--- config.mk ---
export PLATFORM = sky130hd
export DESIGN_NAME = rfs_supervisor
export DESIGN_NICKNAME = d
export VERILOG_FILES = /design/src/rfs_pkg.sv /design/src/rfs_supervisor.sv /design/src/rfs_sync3.sv /design/src/rfs_deglitch.sv
export VERILOG_INCLUDE_DIRS = /design/src
export SDC_FILE = /design/constraint.sdc
export NUM_CORES = 1
export LEC_CHECK = 0
export BUFFER_PORTS_ARGS = -buffer_cell sky130_fd_sc_hd__buf_2
export CAP_MARGIN = 20
export CORE_ASPECT_RATIO = 0.6
export CORE_MARGIN = 2
export CORE_UTILIZATION = 35
export CTS_BUF_LIST = sky130_fd_sc_hd__clkbuf_8
export DETAILED_ROUTE_END_ITERATION = 8
export HOLD_SLACK_MARGIN = 0.05
export SLEW_MARGIN = 10
export SYNTH_ARGS = -nofsm -noshare
export SYNTH_HDL_FRONTEND = slang
export SYNTH_SLANG_ARGS = --single-unit
--- constraint.sdc ---
create_clock -name hclk -period 5.35 [get_ports hclk]
set_clock_uncertainty 0.2 [all_clocks]
set_input_delay 0.2675 -clock hclk [delete_from_list [all_inputs] [get_ports hclk]]
set_output_delay 0.2675 -clock hclk [all_outputs]
set_load 0.03 [all_outputs]
--- src/rfs_consts.svh ---
// Constants for the rail fault supervisor: offsets, fields, resets, timing
`ifndef RFS_CONSTS_SVH
`define RFS_CONSTS_SVH

// ====================================================
// Timing
`define RFS_CLK_PERIOD_PS 4000
`define RFS_OV_DEGLITCH_NS 1000
`define RFS_UV_DEGLITCH_NS 3000
`define RFS_LOCK_DEGLITCH_NS 3000
`define RFS_OCP_DELAY_NS 2000
// Least times round up to whole cycles
`define RFS_NS_TO_CYC(ns) (((ns) * 1000 + `RFS_CLK_PERIOD_PS - 1) / `RFS_CLK_PERIOD_PS)
`define RFS_OV_CYC `RFS_NS_TO_CYC(`RFS_OV_DEGLITCH_NS)
`define RFS_UV_CYC `RFS_NS_TO_CYC(`RFS_UV_DEGLITCH_NS)
`define RFS_LOCK_CYC `RFS_NS_TO_CYC(`RFS_LOCK_DEGLITCH_NS)
`define RFS_OCP_CYC `RFS_NS_TO_CYC(`RFS_OCP_DELAY_NS)
`define RFS_STRAP_SETTLE 3'h5

// ====================================================
// Register byte offsets
`define RFS_OFS_STATUS 8'h00
`define RFS_OFS_MASK 8'h04
`define RFS_OFS_CONFIG 8'h08
`define RFS_OFS_STATE 8'h0C

// ====================================================
// Event bit positions (status and mask share them)
`define RFS_EV_PHASE_OC 0
`define RFS_EV_TOTAL_OC 1
`define RFS_EV_OV 2
`define RFS_EV_UV 3
`define RFS_EV_LOCK 4
`define RFS_EV_W 5

// ====================================================
// Config and state fields, reset values
`define RFS_CFG_SPIKE_LSB 0
`define RFS_SPIKE_W 8
`define RFS_RATIO_W 3
`define RFS_SPIKE_RST 8'hC0
`define RFS_MASK_RST 5'h00
`define RFS_RATIO_RST 3'h4
`define RFS_ST_LATCH_LSB 0
`define RFS_ST_ALT_BIT 8
`define RFS_ST_SINGLE_BIT 9
`define RFS_ST_LDO_BIT 10
`define RFS_ST_RATIO_LSB 12

`endif

--- src/rfs_pkg.sv ---
// Types shared by the rail fault supervisor modules
package rfs_pkg;

   // Comparator and strap pins, all asynchronous to hclk
   typedef struct packed {
      logic [2:0] strap_ratio;
      logic phase_two_sense_neg;
      logic rail_sel;
      logic alt_above;
      logic low_supply;
      logic uv_cmp;
      logic ov_cmp;
      logic total_oc_cmp;
   } rfs_pins_t;

   // Gate drive for two phases
   typedef struct packed {
      logic [1:0] hs;
      logic [1:0] ls;
   } rfs_gate_t;

   // Per-phase current codes from the on-chip converter
   typedef struct packed {
      logic [7:0] ph1;
      logic [7:0] ph0;
   } rfs_isense_t;

   // Gate drive mode
   typedef enum logic [1:0] {
      RFS_RUN = 2'b00,
      RFS_ALL_OFF = 2'b01,
      RFS_CLAMP = 2'b10,
      RFS_LOCKED = 2'b11
   } rfs_mode_t;

endpackage

--- src/rfs_supervisor.sv ---
// Rail fault supervisor: fault filters, latches, gate override, standby mux
`timescale 1ns/1ps
`default_nettype none
`include "rfs_consts.svh"

// Behaviour
// - Forced single phase: per-phase overcurrent only checked during soft start.
// - Per-phase limit is spike limit times strap ratio over active phase count.
// - Per-phase overcurrent turns every high-side and low-side gate off.
// - Overvoltage monitored from reset on; once tripped the latch holds.
// - Overvoltage latch drives active low-side gates on, high-side off.
// - Overvoltage must persist the deglitch time before latching.
// - Output below reference by the margin sets the undervoltage latch.
// - Undervoltage latch holds all gates of all phases off.
// - Undervoltage must persist its deglitch time before latching.
// - Low supply enters lockout, shutting PWM and all gates off.
// - Low supply must persist its deglitch time before lockout.
// - Rail select high feeds standby rail from the alternate rail.
// - Select low and alternate rail high enough keeps alternate feed.
// - Select low and alternate rail too low switches standby feed to linear regulator.
// - Linear regulator is enabled as soon as supply is up.
// - Total current over spike limit past the delay latches, all gates off.
module rfs_supervisor (
   input wire logic hclk,
   input wire logic hresetn,
   input wire logic hsel,
   input wire logic [31:0] haddr,
   input wire logic [1:0] htrans,
   input wire logic hwrite,
   input wire logic [2:0] hsize,
   input wire logic [31:0] hwdata,
   input wire logic hready,
   output logic hreadyout,
   output logic hresp,
   output logic [31:0] hrdata,
   input wire rfs_pkg::rfs_pins_t pins,
   input wire rfs_pkg::rfs_isense_t isense,
   input wire logic soft_start,
   input wire rfs_pkg::rfs_gate_t pwm_in,
   output rfs_pkg::rfs_gate_t gate_out,
   output logic pwm_shutdown,
   output logic ldo_enable,
   output logic standby_from_alt,
   output logic irq
);
   import rfs_pkg::*;

   localparam int OV_CYC = `RFS_OV_CYC;
   localparam int UV_CYC = `RFS_UV_CYC;
   localparam int LOCK_CYC = `RFS_LOCK_CYC;
   localparam int OCP_CYC = `RFS_OCP_CYC;

   rfs_pins_t pins_s;
   logic ov_ok;
   logic uv_ok;
   logic lock_ok;
   logic ocp_ok;
   logic [2:0] strap_cnt_q;
   logic [`RFS_RATIO_W-1:0] ratio_q;
   logic [`RFS_SPIKE_W-1:0] spike_q;
   logic [`RFS_EV_W-1:0] status_q;
   logic [`RFS_EV_W-1:0] mask_q;
   logic [`RFS_EV_W-1:0] latch_q;
   logic [`RFS_EV_W-1:0] set_ev;
   logic [`RFS_EV_W-1:0] w1c;
   logic [10:0] lim_prod;
   logic [7:0] phase_lim;
   logic single_phase;
   logic pocp_eval;
   logic pocp_cond;
   rfs_mode_t mode;
   logic [1:0] active_ph;
   logic addr_ph;
   logic wr_pend_q;
   logic [7:0] wr_ofs_q;
   logic [31:0] rd_word;

   // ====================================================
   // Pin conditioning
   rfs_sync3 #(
      .WIDTH($bits(rfs_pins_t))
   ) u_sync (
      .hclk(hclk),
      .hresetn(hresetn),
      .din(pins),
      .dout(pins_s)
   );

   // Deglitch filters, one each for overvoltage, undervoltage, low supply and total overcurrent
   rfs_deglitch #(.COUNT(OV_CYC)) u_ov_dg (
      .hclk(hclk),
      .hresetn(hresetn),
      .cond(pins_s.ov_cmp),
      .qualified(ov_ok)
   );

   rfs_deglitch #(.COUNT(UV_CYC)) u_uv_dg (
      .hclk(hclk),
      .hresetn(hresetn),
      .cond(pins_s.uv_cmp),
      .qualified(uv_ok)
   );

   rfs_deglitch #(.COUNT(LOCK_CYC)) u_lock_dg (
      .hclk(hclk),
      .hresetn(hresetn),
      .cond(pins_s.low_supply),
      .qualified(lock_ok)
   );

   rfs_deglitch #(.COUNT(OCP_CYC)) u_ocp_dg (
      .hclk(hclk),
      .hresetn(hresetn),
      .cond(pins_s.total_oc_cmp),
      .qualified(ocp_ok)
   );

   // ====================================================
   // Strap capture: the ratio is taken once the synchroniser has settled,
   // so reset never samples a pin directly. The filtered pin is valid only
   // after the fourth edge past release, so the capture waits for the fifth;
   // an earlier capture would read the cleared synchroniser and give ratio 0.
   always_ff @(posedge hclk or negedge hresetn) begin
      if (!hresetn) begin
         strap_cnt_q <= 3'h0;
         ratio_q <= `RFS_RATIO_RST;
      end else if (strap_cnt_q != `RFS_STRAP_SETTLE) begin
         strap_cnt_q <= strap_cnt_q + 3'h1;
         if (strap_cnt_q == `RFS_STRAP_SETTLE - 3'h1) begin
            ratio_q <= pins_s.strap_ratio;
         end
      end
   end

   // ====================================================
   // Per-phase limit: ratio is in eighths, halved when both phases run
   assign single_phase = pins_s.phase_two_sense_neg;
   assign active_ph = single_phase ? 2'b01 : 2'b11;
   assign lim_prod = spike_q * ratio_q;
   assign phase_lim = single_phase ? lim_prod[10:3] : {1'b0, lim_prod[10:4]};
   assign pocp_eval = !single_phase || soft_start;
   assign pocp_cond = pocp_eval &&
      ((isense.ph0 > phase_lim) || (!single_phase && (isense.ph1 > phase_lim)));

   // ====================================================
   // Fault latches: set by qualified conditions, cleared only by reset
   assign set_ev[`RFS_EV_PHASE_OC] = pocp_cond;
   assign set_ev[`RFS_EV_TOTAL_OC] = ocp_ok;
   assign set_ev[`RFS_EV_OV] = ov_ok;
   assign set_ev[`RFS_EV_UV] = uv_ok;
   assign set_ev[`RFS_EV_LOCK] = lock_ok;

   always_ff @(posedge hclk or negedge hresetn) begin
      if (!hresetn) begin
         latch_q <= '0;
      end else begin
         latch_q <= latch_q | set_ev;
      end
   end

   // ====================================================
   // Gate override. Lockout outranks all; an overvoltage clamp outranks the
   // off-faults because letting the output float high is the worse hazard.
   always_comb begin
      if (latch_q[`RFS_EV_LOCK]) begin
         mode = RFS_LOCKED;
      end else if (latch_q[`RFS_EV_OV]) begin
         mode = RFS_CLAMP;
      end else if (latch_q[`RFS_EV_PHASE_OC] || latch_q[`RFS_EV_TOTAL_OC] ||
                   latch_q[`RFS_EV_UV]) begin
         mode = RFS_ALL_OFF;
      end else begin
         mode = RFS_RUN;
      end
   end

   always_ff @(posedge hclk or negedge hresetn) begin
      if (!hresetn) begin
         gate_out <= '0;
         pwm_shutdown <= 1'b0;
      end else begin
         pwm_shutdown <= (mode == RFS_LOCKED);
         case (mode)
            RFS_RUN: begin
               gate_out.hs <= pwm_in.hs & active_ph;
               gate_out.ls <= pwm_in.ls & active_ph;
            end
            RFS_CLAMP: begin
               gate_out.hs <= 2'b00;
               gate_out.ls <= active_ph;
            end
            default: begin
               gate_out <= '0;
            end
         endcase
      end
   end

   // ====================================================
   // Standby mux and regulator enable
   always_ff @(posedge hclk or negedge hresetn) begin
      if (!hresetn) begin
         standby_from_alt <= 1'b1;
         ldo_enable <= 1'b0;
      end else begin
         standby_from_alt <= pins_s.rail_sel || pins_s.alt_above;
         ldo_enable <= 1'b1;
      end
   end

   // ====================================================
   // AHB-Lite slave: zero wait, always OKAY, unmapped reads give zero
   assign hreadyout = 1'b1;
   assign hresp = 1'b0;
   assign addr_ph = hsel && htrans[1] && hready;

   always_comb begin
      case (haddr[7:0])
         `RFS_OFS_STATUS: rd_word = {27'h0, status_q};
         `RFS_OFS_MASK: rd_word = {27'h0, mask_q};
         `RFS_OFS_CONFIG: rd_word = {24'h0, spike_q};
         `RFS_OFS_STATE: rd_word = {17'h0, ratio_q, 1'b0, ldo_enable,
            single_phase, standby_from_alt, 3'h0, latch_q};
         default: rd_word = 32'h0;
      endcase
      if (haddr[31:8] != 24'h0) begin
         rd_word = 32'h0;
      end
   end

   // Address phase capture; read data registered for the data phase
   always_ff @(posedge hclk or negedge hresetn) begin
      if (!hresetn) begin
         wr_pend_q <= 1'b0;
         wr_ofs_q <= 8'h00;
         hrdata <= 32'h0;
      end else begin
         wr_pend_q <= addr_ph && hwrite && (haddr[31:8] == 24'h0);
         if (addr_ph) begin
            wr_ofs_q <= haddr[7:0];
         end
         if (addr_ph && !hwrite) begin
            hrdata <= rd_word;
         end
      end
   end

   assign w1c = (wr_pend_q && wr_ofs_q == `RFS_OFS_STATUS) ? hwdata[`RFS_EV_W-1:0] : '0;

   // Control registers
   always_ff @(posedge hclk or negedge hresetn) begin
      if (!hresetn) begin
         mask_q <= `RFS_MASK_RST;
         spike_q <= `RFS_SPIKE_RST;
      end else if (wr_pend_q) begin
         if (wr_ofs_q == `RFS_OFS_MASK) begin
            mask_q <= hwdata[`RFS_EV_W-1:0];
         end
         if (wr_ofs_q == `RFS_OFS_CONFIG) begin
            spike_q <= hwdata[`RFS_CFG_SPIKE_LSB +: `RFS_SPIKE_W];
         end
      end
   end

   // Sticky status: new trips only, and a set beats a same-cycle clear
   always_ff @(posedge hclk or negedge hresetn) begin
      if (!hresetn) begin
         status_q <= '0;
      end else begin
         status_q <= (status_q & ~w1c) | (set_ev & ~latch_q);
      end
   end

   assign irq = |(status_q & mask_q);
endmodule
`default_nettype wire

--- src/rfs_sync3.sv ---
// Three-stage pin synchroniser; output moves once stages two and three agree
`timescale 1ns/1ps
`default_nettype none
module rfs_sync3 #(
   parameter int WIDTH = 1
) (
   input wire logic hclk,
   input wire logic hresetn,
   input wire logic [WIDTH-1:0] din,
   output logic [WIDTH-1:0] dout
);
   logic [WIDTH-1:0] s1_q;
   logic [WIDTH-1:0] s2_q;
   logic [WIDTH-1:0] s3_q;

   // ====================================================
   // Shift chain; s1 feeds s2 only
   always_ff @(posedge hclk or negedge hresetn) begin
      if (!hresetn) begin
         s1_q <= '0;
         s2_q <= '0;
         s3_q <= '0;
      end else begin
         s1_q <= din;
         s2_q <= s1_q;
         s3_q <= s2_q;
      end
   end

   // Bitwise agreement filter rejects a single-cycle disagreement
   always_ff @(posedge hclk or negedge hresetn) begin
      if (!hresetn) begin
         dout <= '0;
      end else begin
         dout <= (s2_q & s3_q) | (dout & (s2_q | s3_q));
      end
   end
endmodule
`default_nettype wire

--- src/rfs_deglitch.sv ---
// Deglitch counter: condition must hold COUNT cycles before it qualifies
`timescale 1ns/1ps
`default_nettype none
module rfs_deglitch #(
   parameter int COUNT = 1
) (
   input wire logic hclk,
   input wire logic hresetn,
   input wire logic cond,
   output logic qualified
);
   localparam int W = $clog2(COUNT + 1);
   localparam logic [W-1:0] TOP = W'(COUNT);
   logic [W-1:0] cnt_q;

   // ====================================================
   // Restart on any drop, saturate at the top
   always_ff @(posedge hclk or negedge hresetn) begin
      if (!hresetn) begin
         cnt_q <= '0;
      end else if (!cond) begin
         cnt_q <= '0;
      end else if (cnt_q != TOP) begin
         cnt_q <= cnt_q + 1'b1;
      end
   end

   assign qualified = cond && (cnt_q == TOP);
endmodule
`default_nettype wire

* Word level (Yosys, flattened, before mapping)
Index checks and enable logic that the tools add are counted.
Operators by class: shifts and indexed selects 0, multiply operators 1, bitwise gates (word level) 13, equality and inequality tests 21, muxes and demuxes 17, div/mod/pow operators 0, reductions and logical operators 28, order comparisons 2, add/sub/neg operators 5
Operators by type and width (count):
- $pmux 15 s4 | 1
- $mux 10 | 4
- $mux 32 | 1
- $eq 8x4->1 const B | 3
- $logic_not 24->1 | 1
- $mux 8 | 3
- $reduce_bool 24->1 | 1
- $add 10x1->10 const B | 2
- $and 10x10->10 | 2
- $eq 10x10->1 const B | 2
- $ne 10x10->1 const B | 2
- $or 10x10->10 | 2
- $mux 9 | 2
- $eq 8x3->1 const B | 2
- $gt 8x8->1 | 2
- $logic_not 8->1 | 2
- $and 5x5->5 | 3
- $logic_and 1x1->1 | 12
- $mul 8x3->11 | 1
- $not 5->5 | 2
- $or 5x5->5 | 2
- $add 9x1->9 const B | 1
- $eq 9x9->1 const B | 1
- $ne 9x9->1 const B | 1
- 18 further kinds | 32
Storage, ports and cells: memory bits (writable) 0, latch bits 0, memories kept 0, output and inout bits 42, memory bits (read-only) 0, logic and storage cells 109, register bits after elaboration 154, input bits 105

* Longest topological paths before layout
Gate-level depths: netlist of run 1.
depth after elaboration 8, depth in mapped cells 17, gate-level depth less buffers 16

* Cells and area by module
Synthesis of run 1 repeated with hierarchy kept, for this count alone.
Unflattened totals: cell total of the unflattened synthesis 616, area, all modules 6912.9 um^2
By module, submodules not included:
- rfs_supervisor | sequential area each 1481.4 um^2, area an instance 3734.8 um^2, cells each 356, instances 1
- rfs_deglitch (u_lock_dg ...) | sequential area each 250.2 um^2, area an instance 574.3 um^2, cells each 59, instances 2
- rfs_sync3 | sequential area each 1001.0 um^2, area an instance 1113.6 um^2, cells each 50, instances 1
- rfs_deglitch (u_ocp_dg) | sequential area each 225.2 um^2, area an instance 490.5 um^2, cells each 50, instances 1
- rfs_deglitch (u_ov_dg) | sequential area each 200.2 um^2, area an instance 425.4 um^2, cells each 42, instances 1

* Least setup slack after synthesis of run 1
No wires, ideal clock.
path type reg2reg, start register ratio_q[2], end register status_q[0], setup time 0.126 ns, data arrival time 3.612 ns, clock period less this slack 3.939 ns, buffers on the path 1, data required time 5.024 ns, slack 1.411 ns, cell stages (with the launch flop) 16, cells stage by stage dfstp_2 -> clkbuf_1 -> nand2_1 -> fa_1 -> inv_1 -> fa_1 -> a211oi_2 -> o21ai_1 -> o21ai_1 -> xnor2_1 -> mux2i_1 -> ha_1 -> nand2_1 -> or4_1 -> o221ai_1 -> o21ai_1
On the way: word-level cells in the longest chain between the ends 8, elaborated cells between the ends (all ways) 9, classes of those cells mul: 1; order compare: 2; mux: 1; bitwise: 2; reduce/logical: 3
RTL lines:
- start, declared | RTL line rfs_supervisor.sv:59 | logic [`RFS_RATIO_W-1:0] ratio_q;
- start signal, assigned | RTL line rfs_supervisor.sv:126 | ratio_q <= `RFS_RATIO_RST;
- start signal, assigned | RTL line rfs_supervisor.sv:130 | ratio_q <= pins_s.strap_ratio;
- $mul 8x3->11 (*) | RTL line rfs_supervisor.sv:139 | assign lim_prod = spike_q * ratio_q;
- $mux 8 (*) | RTL line rfs_supervisor.sv:140 | assign phase_lim = single_phase ? lim_prod[10:3] : {1'b0, lim_prod[10:4]};
- $gt 8x8->1 | RTL line rfs_supervisor.sv:143 | ((isense.ph0 > phase_lim) || (!single_phase && (isense.ph1 > phase_lim)));
- $logic_and 1x1->1 | RTL line rfs_supervisor.sv:143
- $logic_or 1x1->1 (*) | RTL line rfs_supervisor.sv:143
- $logic_and 1x1->1 (*) | RTL line rfs_supervisor.sv:142 | assign pocp_cond = pocp_eval &&
- $and 5x5->5 (*) | RTL line rfs_supervisor.sv:270 | status_q <= (status_q & ~w1c) | (set_ev & ~latch_q);
- $or 5x5->5 (*) | RTL line rfs_supervisor.sv:270
- end signal, assigned | RTL line rfs_supervisor.sv:270
- end, declared | RTL line rfs_supervisor.sv:61 | logic [`RFS_EV_W-1:0] status_q;
Mark *: on every way between the ends. The rest lies on a longest branch, timed or not. A chain may end at the register's enable or synchronous reset.

* Final worst setup path of run 1
start register ratio_q[2], end register latch_q[0]
On the way: word-level cells in the longest chain between the ends 7, elaborated cells between the ends (all ways) 8, classes of those cells mul: 1; order compare: 2; mux: 1; bitwise: 1; reduce/logical: 3
RTL lines:
- $mul 8x3->11 (*) | RTL line rfs_supervisor.sv:139
- $mux 8 (*) | RTL line rfs_supervisor.sv:140
- $gt 8x8->1 | RTL line rfs_supervisor.sv:143
- $logic_and 1x1->1 | RTL line rfs_supervisor.sv:143
- $logic_or 1x1->1 (*) | RTL line rfs_supervisor.sv:143
- $logic_and 1x1->1 (*) | RTL line rfs_supervisor.sv:142
- $or 5x5->5 (*) | RTL line rfs_supervisor.sv:157 | latch_q <= latch_q | set_ev;
- end signal, assigned | RTL line rfs_supervisor.sv:157
- end, declared | RTL line rfs_supervisor.sv:63 | logic [`RFS_EV_W-1:0] latch_q;
Marked as above.

==> summary.txt, run 1 <==
Power
  – Clock power frac: 0.363
  – Worst VDD drop: 0.243 mV
  – Overall Power: 2.32 mW
  – Sw frac: 0.288
  – Power Density: 289 mW/mm^2
  – Part of the power in combinational logic: 0.148
  – Reg power frac: 0.489
  – Leakage: 3.77 nW
  – Psw: 0.668 mW
  – Pint: 1.65 mW

Run
  – MaxCap Viol Count: 0

Run status
  – Status: finished clean

Synth
  – Sequential area share after synthesis: 0.514
  – Synth Area in XOR/XNOR: 0.0422
  – Synth Area in Compound Gates: 0.0856
  – Post-Syn Area: 0.00663 sq mm
  – Count leader, synth: dfrtp_1
  – Commonest cells in the netlist: dfrtp_1, nand2_1, ha_1, inv_1, and2_1
  – Yosys top cell area share: 0.498
  – Ys flop type: dfrtp_1
  – Yosys reg bits: 136
  – Post-synthesis mux area share: 0.0675
  – Synth warn: 0
  – Number of synthesized flops with an enable pin: 0
  – Main combinational cell family by area after synthesis: simple AND/OR/NAND/NOR gates
  – Adder-Cell Fraction of Synth Area: 0.0939
  – Area contributors post-synth: dfrtp_1, ha_1, mux2_2
  – Simple-gate share of the synthesized area: 0.146
  – Ys async rst share: 1.00
  – Synthesized instance count: 583
  – Post-synth cell types: 56
  – Synth area leader: dfrtp_1
  – Synthesized area per cell: 11.4 sq um

Clock network
  – Clock slew seen by the registers of the worst setup and hold paths: 0.08 ns
  – H-tree depth: 4
  – Worst-skew pair later-pin latency: 0.44 ns
  – Setup bufs post-CTS: 0
  – PostCTS Resize Cnt: 0
  – CTS tree: built
  – CTS buffer count: 17
  – CTS root buffer: clkbuf_8
  – Clk buf depth: 2
  – Cts hold-fix bufs: 33
  – CTS Sinks: 136

GRT
  – Vias in the first global route: 4696
  – Met3 usage: 0.0455
  – Initial antenna violation count: 0
  – Largest net degree at the start of global routing: 82
  – GRT Total Usage: 0.152
  – Grt peak-use layer: met1
  – Met1 Usage GRT: 0.224
  – First-pass GRT wire length: 24.0 mm
  – Total grt overflow: 0
  – Met2 usage: 0.212

Floorplan
  – Die height: 111 microns
  – IO Count: 147
  – Core region area: 0.0183 sq mm
  – Initial core utilization: 0.362
  – Die Wd: 182 microns
  – Cell Rows: 38
  – Die area: 0.0201 sq mm

Timing
  – Relative slew slack: 0.472
  – Crit share post-route: 0.808
  – Setup_tns: 0 ns
  – Slew Limit Fails: 0
  – Max Clock Freq: 231 MHz
  – Clock period minus worst slack: 4.32 ns
  – Final setup fails: 0
  – RSZ-0062 raised after global routing: no
  – Hold Slack: 0.0846 ns
  – Final Hold Vio Count: 0
  – Worst Max-Slew Pin Slew: 0.792 ns

Critical path
  – Arrival @ worst endpoint: 4.44 ns
  – Crit Path Category: flip-flop to flip-flop
  – CP max-delay cell: dfstp_2
  – Critical-path cell list: nand2_1, fa_1, inv_1, ha_1, nand4_1, o21ai_2, xor2_1, mux2i_1, ha_1, a21o_1, maj3_1, a21oi_1, o41ai_1, o221ai_1, nand2_1
  – Slowest stage delay, CP: 0.67 ns
  – Crit. End Element: flip-flop
  – Required time of the critical path: 5.47 ns
  – Maximum fanout along the worst path: 10
  – Startpoint types: flip-flop

Routing
  – Number of vias per cell: 4.88
  – First-pass DRT Iterations: 4
  – Vias: 4757
  – Wire length per cell: 15.1 microns
  – DRT antenna net count: 0
  – DRT iter0 DRCs: 265
  – Final wirelength: 14.7 mm
  – DRC violation count after routing: 0

Layout
  – Share of layout cells above drive strength 1: 0.237
  – P&R area growth vs syn: 20.9%
  – Fillers: 1688
  – Util after Layout: 0.438
  – ANT cells: 0
  – Final net count: 862

Placement
  – Gpl congestion: 0.781
  – Port Buf Inserts: 98
  – Hpwl dp: 10.8 mm

Worst hold path
  – Worst hold path type: input pin to flip-flop
==> routing by layer <==
metal	wire (microns)	up-vias	part of all wire
met4	155	0	0.011
li1	-	2271	-
met1	7320	2346	0.50
met5	0	-	0
met2	6170	125	0.42
met3	1060	15	0.072
==> power groups by stage <==
stage / clock network, mW / registers [mW] / logic, mW
after global placement: 0 / 1.15 / 0.309
after detailed placement: 0 / 1.16 / 0.324
after CTS: 0.869 / 1.14 / 0.345
after floorplan: 0 / 1.13 / 0.244
final: 0.844 / 1.14 / 0.344
after global routing: 0.921 / 1.14 / 0.391
==> kinds of logic (layout without fill, tap and decap cells) <==
| family | count (synthesis) | in the layout |
|---|---|---|
| adders and majority gates | 48 | 48 |
| and+or+nand+nor | 184 | 184 |
| AOI/OAI and AO/OA | 83 | 83 |
| DFF | 136 | 136 |
| other | 2 | 21 |
| muxes | 35 | 35 |
| buffers and inverters | 63 | 195 |
| xor gates and xnor gates | 32 | 32 |
==> final cells by class <==
cell class	instances	area (sq um)	area share
Clock buffer	17	234	0.0292
Clock inverter	15	156	0.0195
Timing Repair Buffer	133	842	0.105
Tap cell	240	300	0.0374
Multi-Input combinational cell	403	2970	0.370
Sequential cell	136	3410	0.425
Inverter	30	113	0.0140
==> state kept, by name, indices dropped and copies added, names as in the netlist, 9 cells and up <==
register / cells
hrdata: 14
u_lock_dg.cnt_q: 10
u_sync.dout: 10
u_sync.s1_q: 10
u_sync.s2_q: 10
u_sync.s3_q: 10
u_uv_dg.cnt_q: 10
u_ocp_dg.cnt_q: 9
==> final timing paths <==
kind | depth (start not counted) | endpoint | slack, ns | start
max in group asynchronous | 3 | u_ov_dg.cnt_q[6] | 3.53 | hresetn
setup / recovery | 15 | latch_q[0] | 1.03 | ratio_q[2]
hold / removal | 2 | wr_ofs_q[2] | 0.08 | haddr[2]
min in group asynchronous | 2 | u_sync.s1_q[8] | 0.21 | hresetn
hold reg to reg | 0 | u_sync.s2_q[6] | 0.15 | u_sync.s1_q[6]
setup reg to reg | 15 | latch_q[0] | 1.03 | ratio_q[2]
==> per-stage QoR <==
| stage | worst slack [ns] | instance area, sq um | std cells |
|---|---|---|---|
| 3_3_place_gp | 1.19 | 7300 | 909 |
| 5_1_grt | 0.770 | 8020 | 974 |
| 4_1_cts | 1.06 | 8020 | 974 |
| 2_1_floorplan | 1.41 | 6710 | 602 |
| 6_report | 1.03 | 8020 | 974 |
| 3_5_place_dp | 1.06 | 7300 | 909 |
==> placed cells by master, fill, tap and decap left out, drive strengths merged, types with 11 or more instances in the layout <==
| master | instances |
|---|---|
| nand3 | 19 |
| and2 | 28 |
| a22o | 14 |
| xnor2 | 24 |
| conb | 21 |
| ha | 29 |
| a21oi | 14 |
| o21ai | 24 |
| nor4 | 11 |
| clkbuf | 17 |
| maj3 | 12 |
| nor2 | 19 |
| nand2 | 51 |
| inv | 34 |
| mux2 | 25 |
| dfrtp | 132 |
| dlygate4sd3 | 33 |
| buf | 100 |
==> worst max-delay path, delay by kind of cell, from the launching register on <==
kind | cells | cell delay [ns]
buffers and inverters | 1 | 0.05
DFF | 1 | 0.67
and+or+nand+nor | 3 | 0.33
adders and majority gates | 4 | 1.57
muxes | 1 | 0.32
AOI/OAI and AO/OA | 5 | 0.95
xor gates and xnor gates | 1 | 0.11
Note: power is estimated with default switching activity, not from simulation.
==> run 2: changes to the inputs <==
==> constraint.sdc (replaced) <==
create_clock -name hclk -period 4.2 [get_ports hclk]
set_clock_uncertainty 0.2 [all_clocks]
set_input_delay 0.21 -clock hclk [delete_from_list [all_inputs] [get_ports hclk]]
set_output_delay 0.21 -clock hclk [all_outputs]
set_load 0.03 [all_outputs]
==> run 2 against run 1 <==
Net effect: first-iteration DRC count is 20% higher; die area did not move; hold slack improved by 0.0074 ns; power is 27% higher; sequential power is 26% higher; combinational power grew 48%; sequential cell count unchanged; setup slack worse by 0.87 ns; clock power up 20%; utilization is 0.97 points higher; via count rose by 1.5%; non-clock buffer count rose by 14; critical endpoint is now status_q[0]; largest cell class unchanged.
==> summary.txt, run 2 (same netlist as run 1, synthesis figures left out) <==
Layout
  – Final net count: 876 (+1.6%)
  – P&R area growth vs syn: 23.6%
  – Share of layout cells above drive strength 1: 0.253 (+0.0156)
  – Max reg flops: 14 (unchanged)
  – ANT cells: 0 (unchanged)
  – Commonest non-fill, non-tap cell in the layout: dfrtp_1
  – Commonest non-fill, non-tap cells in the layout: dfrtp_1, buf_2, nand2_1, dlygate4sd3_1, inv_1
  – Largest reg by FF count: hrdata

Routing
  – DRT antenna net count: 0 (unchanged)
  – Vias: 4829 (+1.5%)
  – DRT iter0 DRCs: 318 (+20%)
  – Met1 wire length: 7.54 mm (+3.0%)
  – DR WL met2: 6.42 mm (+4.1%)
  – Wire length per cell: 15.4 microns (+1.7%)
  – Final wirelength: 15.2 mm (+3.1%)
  – Number of vias per cell: 4.89 (about the same)
  – First-pass DRT Iterations: 4 (unchanged)
  – DRC violation count after routing: 0 (unchanged)
  – Max Used Layer: met4
  – WL met3: 1.11 mm (+4.5%)

Power
  – Reg power frac: 0.486 (-0.003)
  – Part of the power in combinational logic: 0.172 (+0.024)
  – Overall Power: 2.96 mW (+27%)
  – Worst VDD drop: 0.217 mV (-10%)
  – Clock power frac: 0.342 (-0.021)
  – Leakage: 3.85 nW (+2.3%)
  – Power Density: 361 mW/mm^2 (+25%)
  – Pint: 2.10 mW (+27%)
  – Psw: 0.855 mW (+28%)
  – Sw frac: 0.289 (+0.00120)

Clock network
  – CTS tree: built
  – Worst-skew pair later-pin latency: 0.44 ns (about the same)
  – CTS Sinks: 136 (unchanged)
  – CTS root buffer: clkbuf_8
  – CTS buffer count: 17 (unchanged)
  – Clk buf depth: 2 (unchanged)
  – H-tree depth: 4 (unchanged)
  – Clock slew seen by the registers of the worst setup and hold paths: 0.08 ns (about the same)

GRT
  – Largest net degree at the start of global routing: 107 (+30%)
  – Vias in the first global route: 4952 (+5.5%)
  – GRT Total Usage: 0.156 (+0.00369)
  – Total grt overflow: 0 (unchanged)
  – Initial antenna violation count: 0 (unchanged)
  – First-pass GRT wire length: 24.7 mm (+2.9%)

Floorplan
  – Die area: 0.0201 sq mm (unchanged)
  – Die height: 111 microns (unchanged)
  – Die Wd: 182 microns (unchanged)
  – Core region area: 0.0183 sq mm (unchanged)
  – Initial core utilization: 0.362 (unchanged)
  – Cell Rows: 38 (unchanged)
  – IO Count: 147 (unchanged)

Timing
  – Crit share post-route: 0.962 (+0.154)
  – Relative slew slack: 0.338 (-0.135)
  – Final setup fails: 0 (unchanged)
  – Max Clock Freq: 248 MHz (+7.0%)
  – Clock period minus worst slack: 4.04 ns (-0.283 ns)
  – Worst Max-Slew Pin Slew: 0.993 ns (+0.202 ns)
  – Hold Slack: 0.0921 ns (+0.00744 ns)
  – Slew Limit Fails: 0 (unchanged)
  – Final Hold Vio Count: 0 (unchanged)

Placement
  – Hpwl dp: 11.0 mm (+2.3%)
  – Gpl congestion: 0.832 (+6.6%)
  – Port Buf Inserts: 98 (unchanged)

Run status
  – Status: finished clean

Critical path
  – Startpoint types: flip-flop
  – Maximum fanout along the worst path: 7 (-3)
  – Crit. End Element: flip-flop
  – Arrival @ worst endpoint: 4.15 ns (-0.29 ns)
  – Required time of the critical path: 4.31 ns (-1.16 ns)
  – Crit Path Category: flip-flop to flip-flop

Run
  – MaxCap Viol Count: 0 (unchanged)

Worst hold path
  – Worst hold path type: input pin to flip-flop
-- run 2: changes by cell type in the layout (fill, tap and decap cells not counted), sizes merged --
cell,before,now
buf,100,107
dlygate4sd3,33,40
clkinvlp,5,3
bufinv,2,1
clkbuf,17,18
clkinv,4,5
inv,34,35
-- run 2: timing repair --
action,in CTS,in global routing
setup buffers,0,3
endpoints found under the setup margin,0,2
hold buffers,40,0
gates resized for setup,0,11
endpoints found under the hold margin,144,0
-- run 2: path summary, 6_finish.rpt --
check,depth (start not counted),start,end,slack [ns]
worst min-delay path,3,htrans[1],wr_ofs_q[1],0.09
worst max-delay path,15,ratio_q[2],status_q[0],0.16
worst min register to register,0,u_sync.s1_q[2],u_sync.s2_q[2],0.15
max in group asynchronous,3,hresetn,standby_from_alt,2.61
worst max register to register,15,ratio_q[2],status_q[0],0.16
min in group asynchronous,2,hresetn,u_sync.s2_q[9],0.21
-- run 2: final cells by class --
type,count,area (sq um)
sequential,136,3410
multi-input combinational,403,3040
clock buffer,18,248
inverter,30,113
fill,1718,10100
timing repair buffer,147,965
clock inverter,14,125
tap,240,300
-- run 2: per-stage QoR --
step | cells | setup WS [ns] | utilization | instance area, sq um | setup TNS, ns
after floorplan | 602 | 0.261 | - | 6710 | 0
after global placement | 913 | 0.190 | 0.401 | 7330 | 0
after detailed placement | 913 | 0.100 | 0.401 | 7330 | 0
after CTS | 985 | 0.0689 | 0.443 | 8110 | 0
after global routing | 988 | -0.0115 | 0.448 | 8200 | -0.0115
final | 988 | 0.161 | 0.448 | 8200 | 0
-- run 2: power by group through the flow --
stage          registers, mW  logic, mW  clock network (mW)
3_5_place_dp            1.46      0.432                   0
5_1_grt                 1.45      0.569                1.10
6_report                1.44      0.508                1.01
3_3_place_gp            1.46      0.407                   0
4_1_cts                 1.44      0.474                1.04
2_1_floorplan           1.44      0.311                   0
-- run 2: per-layer routing --
| metal | global-route usage | vias up |
|---|---|---|
| li1 | - | 2310 |
| met1 | 0.223 | 2367 |
| met2 | 0.225 | 143 |
| met3 | 0.0584 | 9 |
| met4 | 0.0325 | 0 |
| met5 | 0 | - |
-- run 2: critical path, stage by stage (launching register included) --
cell	delay, ns
dfstp_2	0.57
buf_4	0.17
nand2_1	0.09
fa_1	0.54
inv_1	0.04
ha_1	0.37
o21ai_0	0.24
o21ai_1	0.08
o21ai_1	0.15
xnor2_2	0.13
buf_4	0.15
mux2i_4	0.27
xnor2_1	0.14
or4_1	0.52
o221ai_1	0.12
o21ai_1	0.12
==> run 3: changes to the inputs <==
--- a/config.mk
+++ b/config.mk
@@ -6,7 +6,7 @@
 export SDC_FILE = /design/constraint.sdc
 export NUM_CORES = 1
 export LEC_CHECK = 0
-export BUFFER_PORTS_ARGS = -buffer_cell sky130_fd_sc_hd__buf_2
+export BUFFER_PORTS_ARGS = -buffer_cell sky130_fd_sc_hd__buf_4
 export CAP_MARGIN = 20
 export CORE_ASPECT_RATIO = 0.6
 export CORE_MARGIN = 2
==> run 3 against run 2 <==
Net effect: power up 3.2%; clock-buffer cell count up 1; via count up 0.39%; sequential power about the same; clock power up 8%; utilization up 1.6 points.
==> summary.txt, run 3 (same netlist as run 1, synthesis figures left out) <==
Run status
  – Status: finished clean

Routing
  – Wire length per cell: 15.4 microns (+0.63%)
  – DRC violation count after routing: 0 (unchanged)
  – DRT antenna net count: 0 (unchanged)
  – Vias: 4848 (+0.39%)
  – First-pass DRT Iterations: 4 (unchanged)
  – DRT iter0 DRCs: 281 (-12%)
  – Final wirelength: 15.3 mm (+0.63%)
  – Number of vias per cell: 4.91 (+0.39%)

GRT
  – Initial antenna violation count: 0 (unchanged)
  – Total grt overflow: 0 (unchanged)
  – First-pass GRT wire length: 25.3 mm (+2.5%)
  – GRT Total Usage: 0.159 (+0.00356)
  – Largest net degree at the start of global routing: 106 (-0.93%)
  – Vias in the first global route: 5026 (+1.5%)

Timing
  – Relative slew slack: 0.356 (+0.0182)
  – Slew Limit Fails: 0 (unchanged)
  – Worst Max-Slew Pin Slew: 0.966 ns (-0.0273 ns)
  – Hold Slack: 0.0829 ns (-0.00916 ns)
  – Fin worst setup slack: 0.209 ns (+0.0477 ns)
  – RSZ-0062 raised after global routing: no
  – Crit share post-route: 0.950 (-0.0114)
  – Max Clock Freq: 251 MHz (+1.2%)
  – Final setup fails: 0 (unchanged)
  – Setup_tns: 0 ns (unchanged)
  – Final Hold Vio Count: 0 (unchanged)
  – Clock period minus worst slack: 3.99 ns (-0.0477 ns)

Placement
  – Port Buf Inserts: 98 (unchanged)
  – Hpwl dp: 11.0 mm (-0.54%)
  – Pre-CTS setup slack: 0.101 ns (+0.00121 ns)
  – Gpl congestion: 0.779 (-6.4%)

Layout
  – Commonest non-fill, non-tap cell in the layout: dfrtp_1
  – Max reg flops: 14 (unchanged)
  – Largest reg by FF count: hrdata
  – Final net count: 876 (unchanged)
  – P&R area growth vs syn: 28.0%
  – Commonest non-fill, non-tap cells in the layout: dfrtp_1, buf_4, nand2_1, dlygate4sd3_1, inv_1
  – ANT cells: 0 (unchanged)
  – Share of layout cells above drive strength 1: 0.257 (+0.00401)

Worst hold path
  – Worst hold path type: input pin to flip-flop
  – Hold path depth: 3 (unchanged)

Critical path
  – Arrival @ worst endpoint: 4.12 ns (-0.03 ns)
  – Worst Setup SP: ratio_q[2]
  – FF-to-FF Start: ratio_q[2]
  – Reg2Reg Setup Slack: 0.21 ns (+0.05 ns)
  – Crit Path Category: flip-flop to flip-flop
  – Required time of the critical path: 4.33 ns (+0.02 ns)
  – Worst R2R Path Depth: 15 (unchanged)
  – Crit. End Element: flip-flop
  – Critical Path End: status_q[0]
  – Maximum fanout along the worst path: 7 (unchanged)
  – Startpoint types: flip-flop
  – Worst R2R End: status_q[0]

Clock network
  – CTS buffer count: 17 (unchanged)
  – H-tree depth: 4 (unchanged)
  – CTS root buffer: clkbuf_8
  – Clock slew seen by the registers of the worst setup and hold paths: 0.08 ns (about the same)
  – Clk buf depth: 2 (unchanged)
  – CTS Sinks: 136 (unchanged)
  – CTS tree: built
  – Worst-skew pair later-pin latency: 0.45 ns (about the same)

Floorplan
  – Die area: 0.0201 sq mm (unchanged)
  – Initial core utilization: 0.362 (unchanged)
  – Die Wd: 182 microns (unchanged)
  – IO Count: 147 (unchanged)
  – Die height: 111 microns (unchanged)
  – Core region area: 0.0183 sq mm (unchanged)
  – Cell Rows: 38 (unchanged)

Power
  – Leakage: 3.94 nW (+2.3%)
  – Overall Power: 3.06 mW (+3.2%)
  – Power Density: 360 mW/mm^2 (-0.28%)
  – Worst VDD drop: 0.204 mV (-6.3%)

Run
  – MaxCap Viol Count: 0 (unchanged)
-- run 3: cell count changes in the layout (fill, tap and decap cells not counted), moves of 2 or more --
cell | previous run | this run
buf_4 | 9 | 105
clkinv_4 | 2 | 4
buf_2 | 97 | 0
inv_6 | 3 | 1
clkinvlp_4 | 3 | 1
-- run 3: metal layers --
layer | routed length (microns) | vias up | track usage
li1 | - | 2301 | -
met4 | 163 | 0 | 0.0477
met1 | 7790 | 2392 | 0.233
met5 | 0 | - | 0
met3 | 840 | 16 | 0.0429
met2 | 6470 | 139 | 0.230
-- run 3: timing repair --
action,CTS,global route
hold endpoints to repair,149,0
setup endpoints to repair,0,2
hold buffers,41,0
resized for setup,0,15
setup buffers,0,2
-- run 3: how the worst min path moves through the flow --
stage / start / endpoint / slack [ns]
after global routing: htrans[1] / wr_ofs_q[2] / 0.09
after floorplan: hresetn / gate_out[0] / -0.29
final: htrans[1] / wr_ofs_q[2] / 0.08
after detailed placement: pins[9] / u_sync.s1_q[9] / 0.12
after global placement: pins[8] / u_sync.s1_q[8] / 0.12
after CTS: htrans[1] / wr_ofs_q[2] / 0.06
-- run 3: through the flow --
step	cells	cell area, sq um	util
floorplan	602	6710	-
global placement	913	7570	0.414
detailed placement	913	7570	0.414
CTS	986	8380	0.458
global route	988	8490	0.464
finish	988	8490	0.464
-- run 3: critical path: stages (launching register included) --
cell and delay [ns]:
dfstp_2 0.57, buf_4 0.17, nand2_1 0.08, fa_1 0.54, inv_1 0.04, ha_1 0.39
o21ai_0 0.15, o21ai_1 0.17, o21ai_2 0.10, xnor2_2 0.16, buf_4 0.15, mux2i_4 0.28
xnor2_1 0.14, or4_1 0.53, o221ai_2 0.10, o21ai_1 0.09
-- run 3: where the power goes --
part | internal (mW) | switching (mW)
clock | 0.555 | 0.532
combinational | 0.263 | 0.264
sequential | 1.38 | 0.0646
-- run 3: cell type report --
class | count | area (sq um)
Fill cell | 1653 | 9810
Sequential cell | 136 | 3410
Multi-Input combinational cell | 403 | 3070
Timing Repair Buffer | 147 | 1210
Tap cell | 240 | 300
Clock buffer | 19 | 262
Clock inverter | 13 | 133
Inverter | 30 | 113
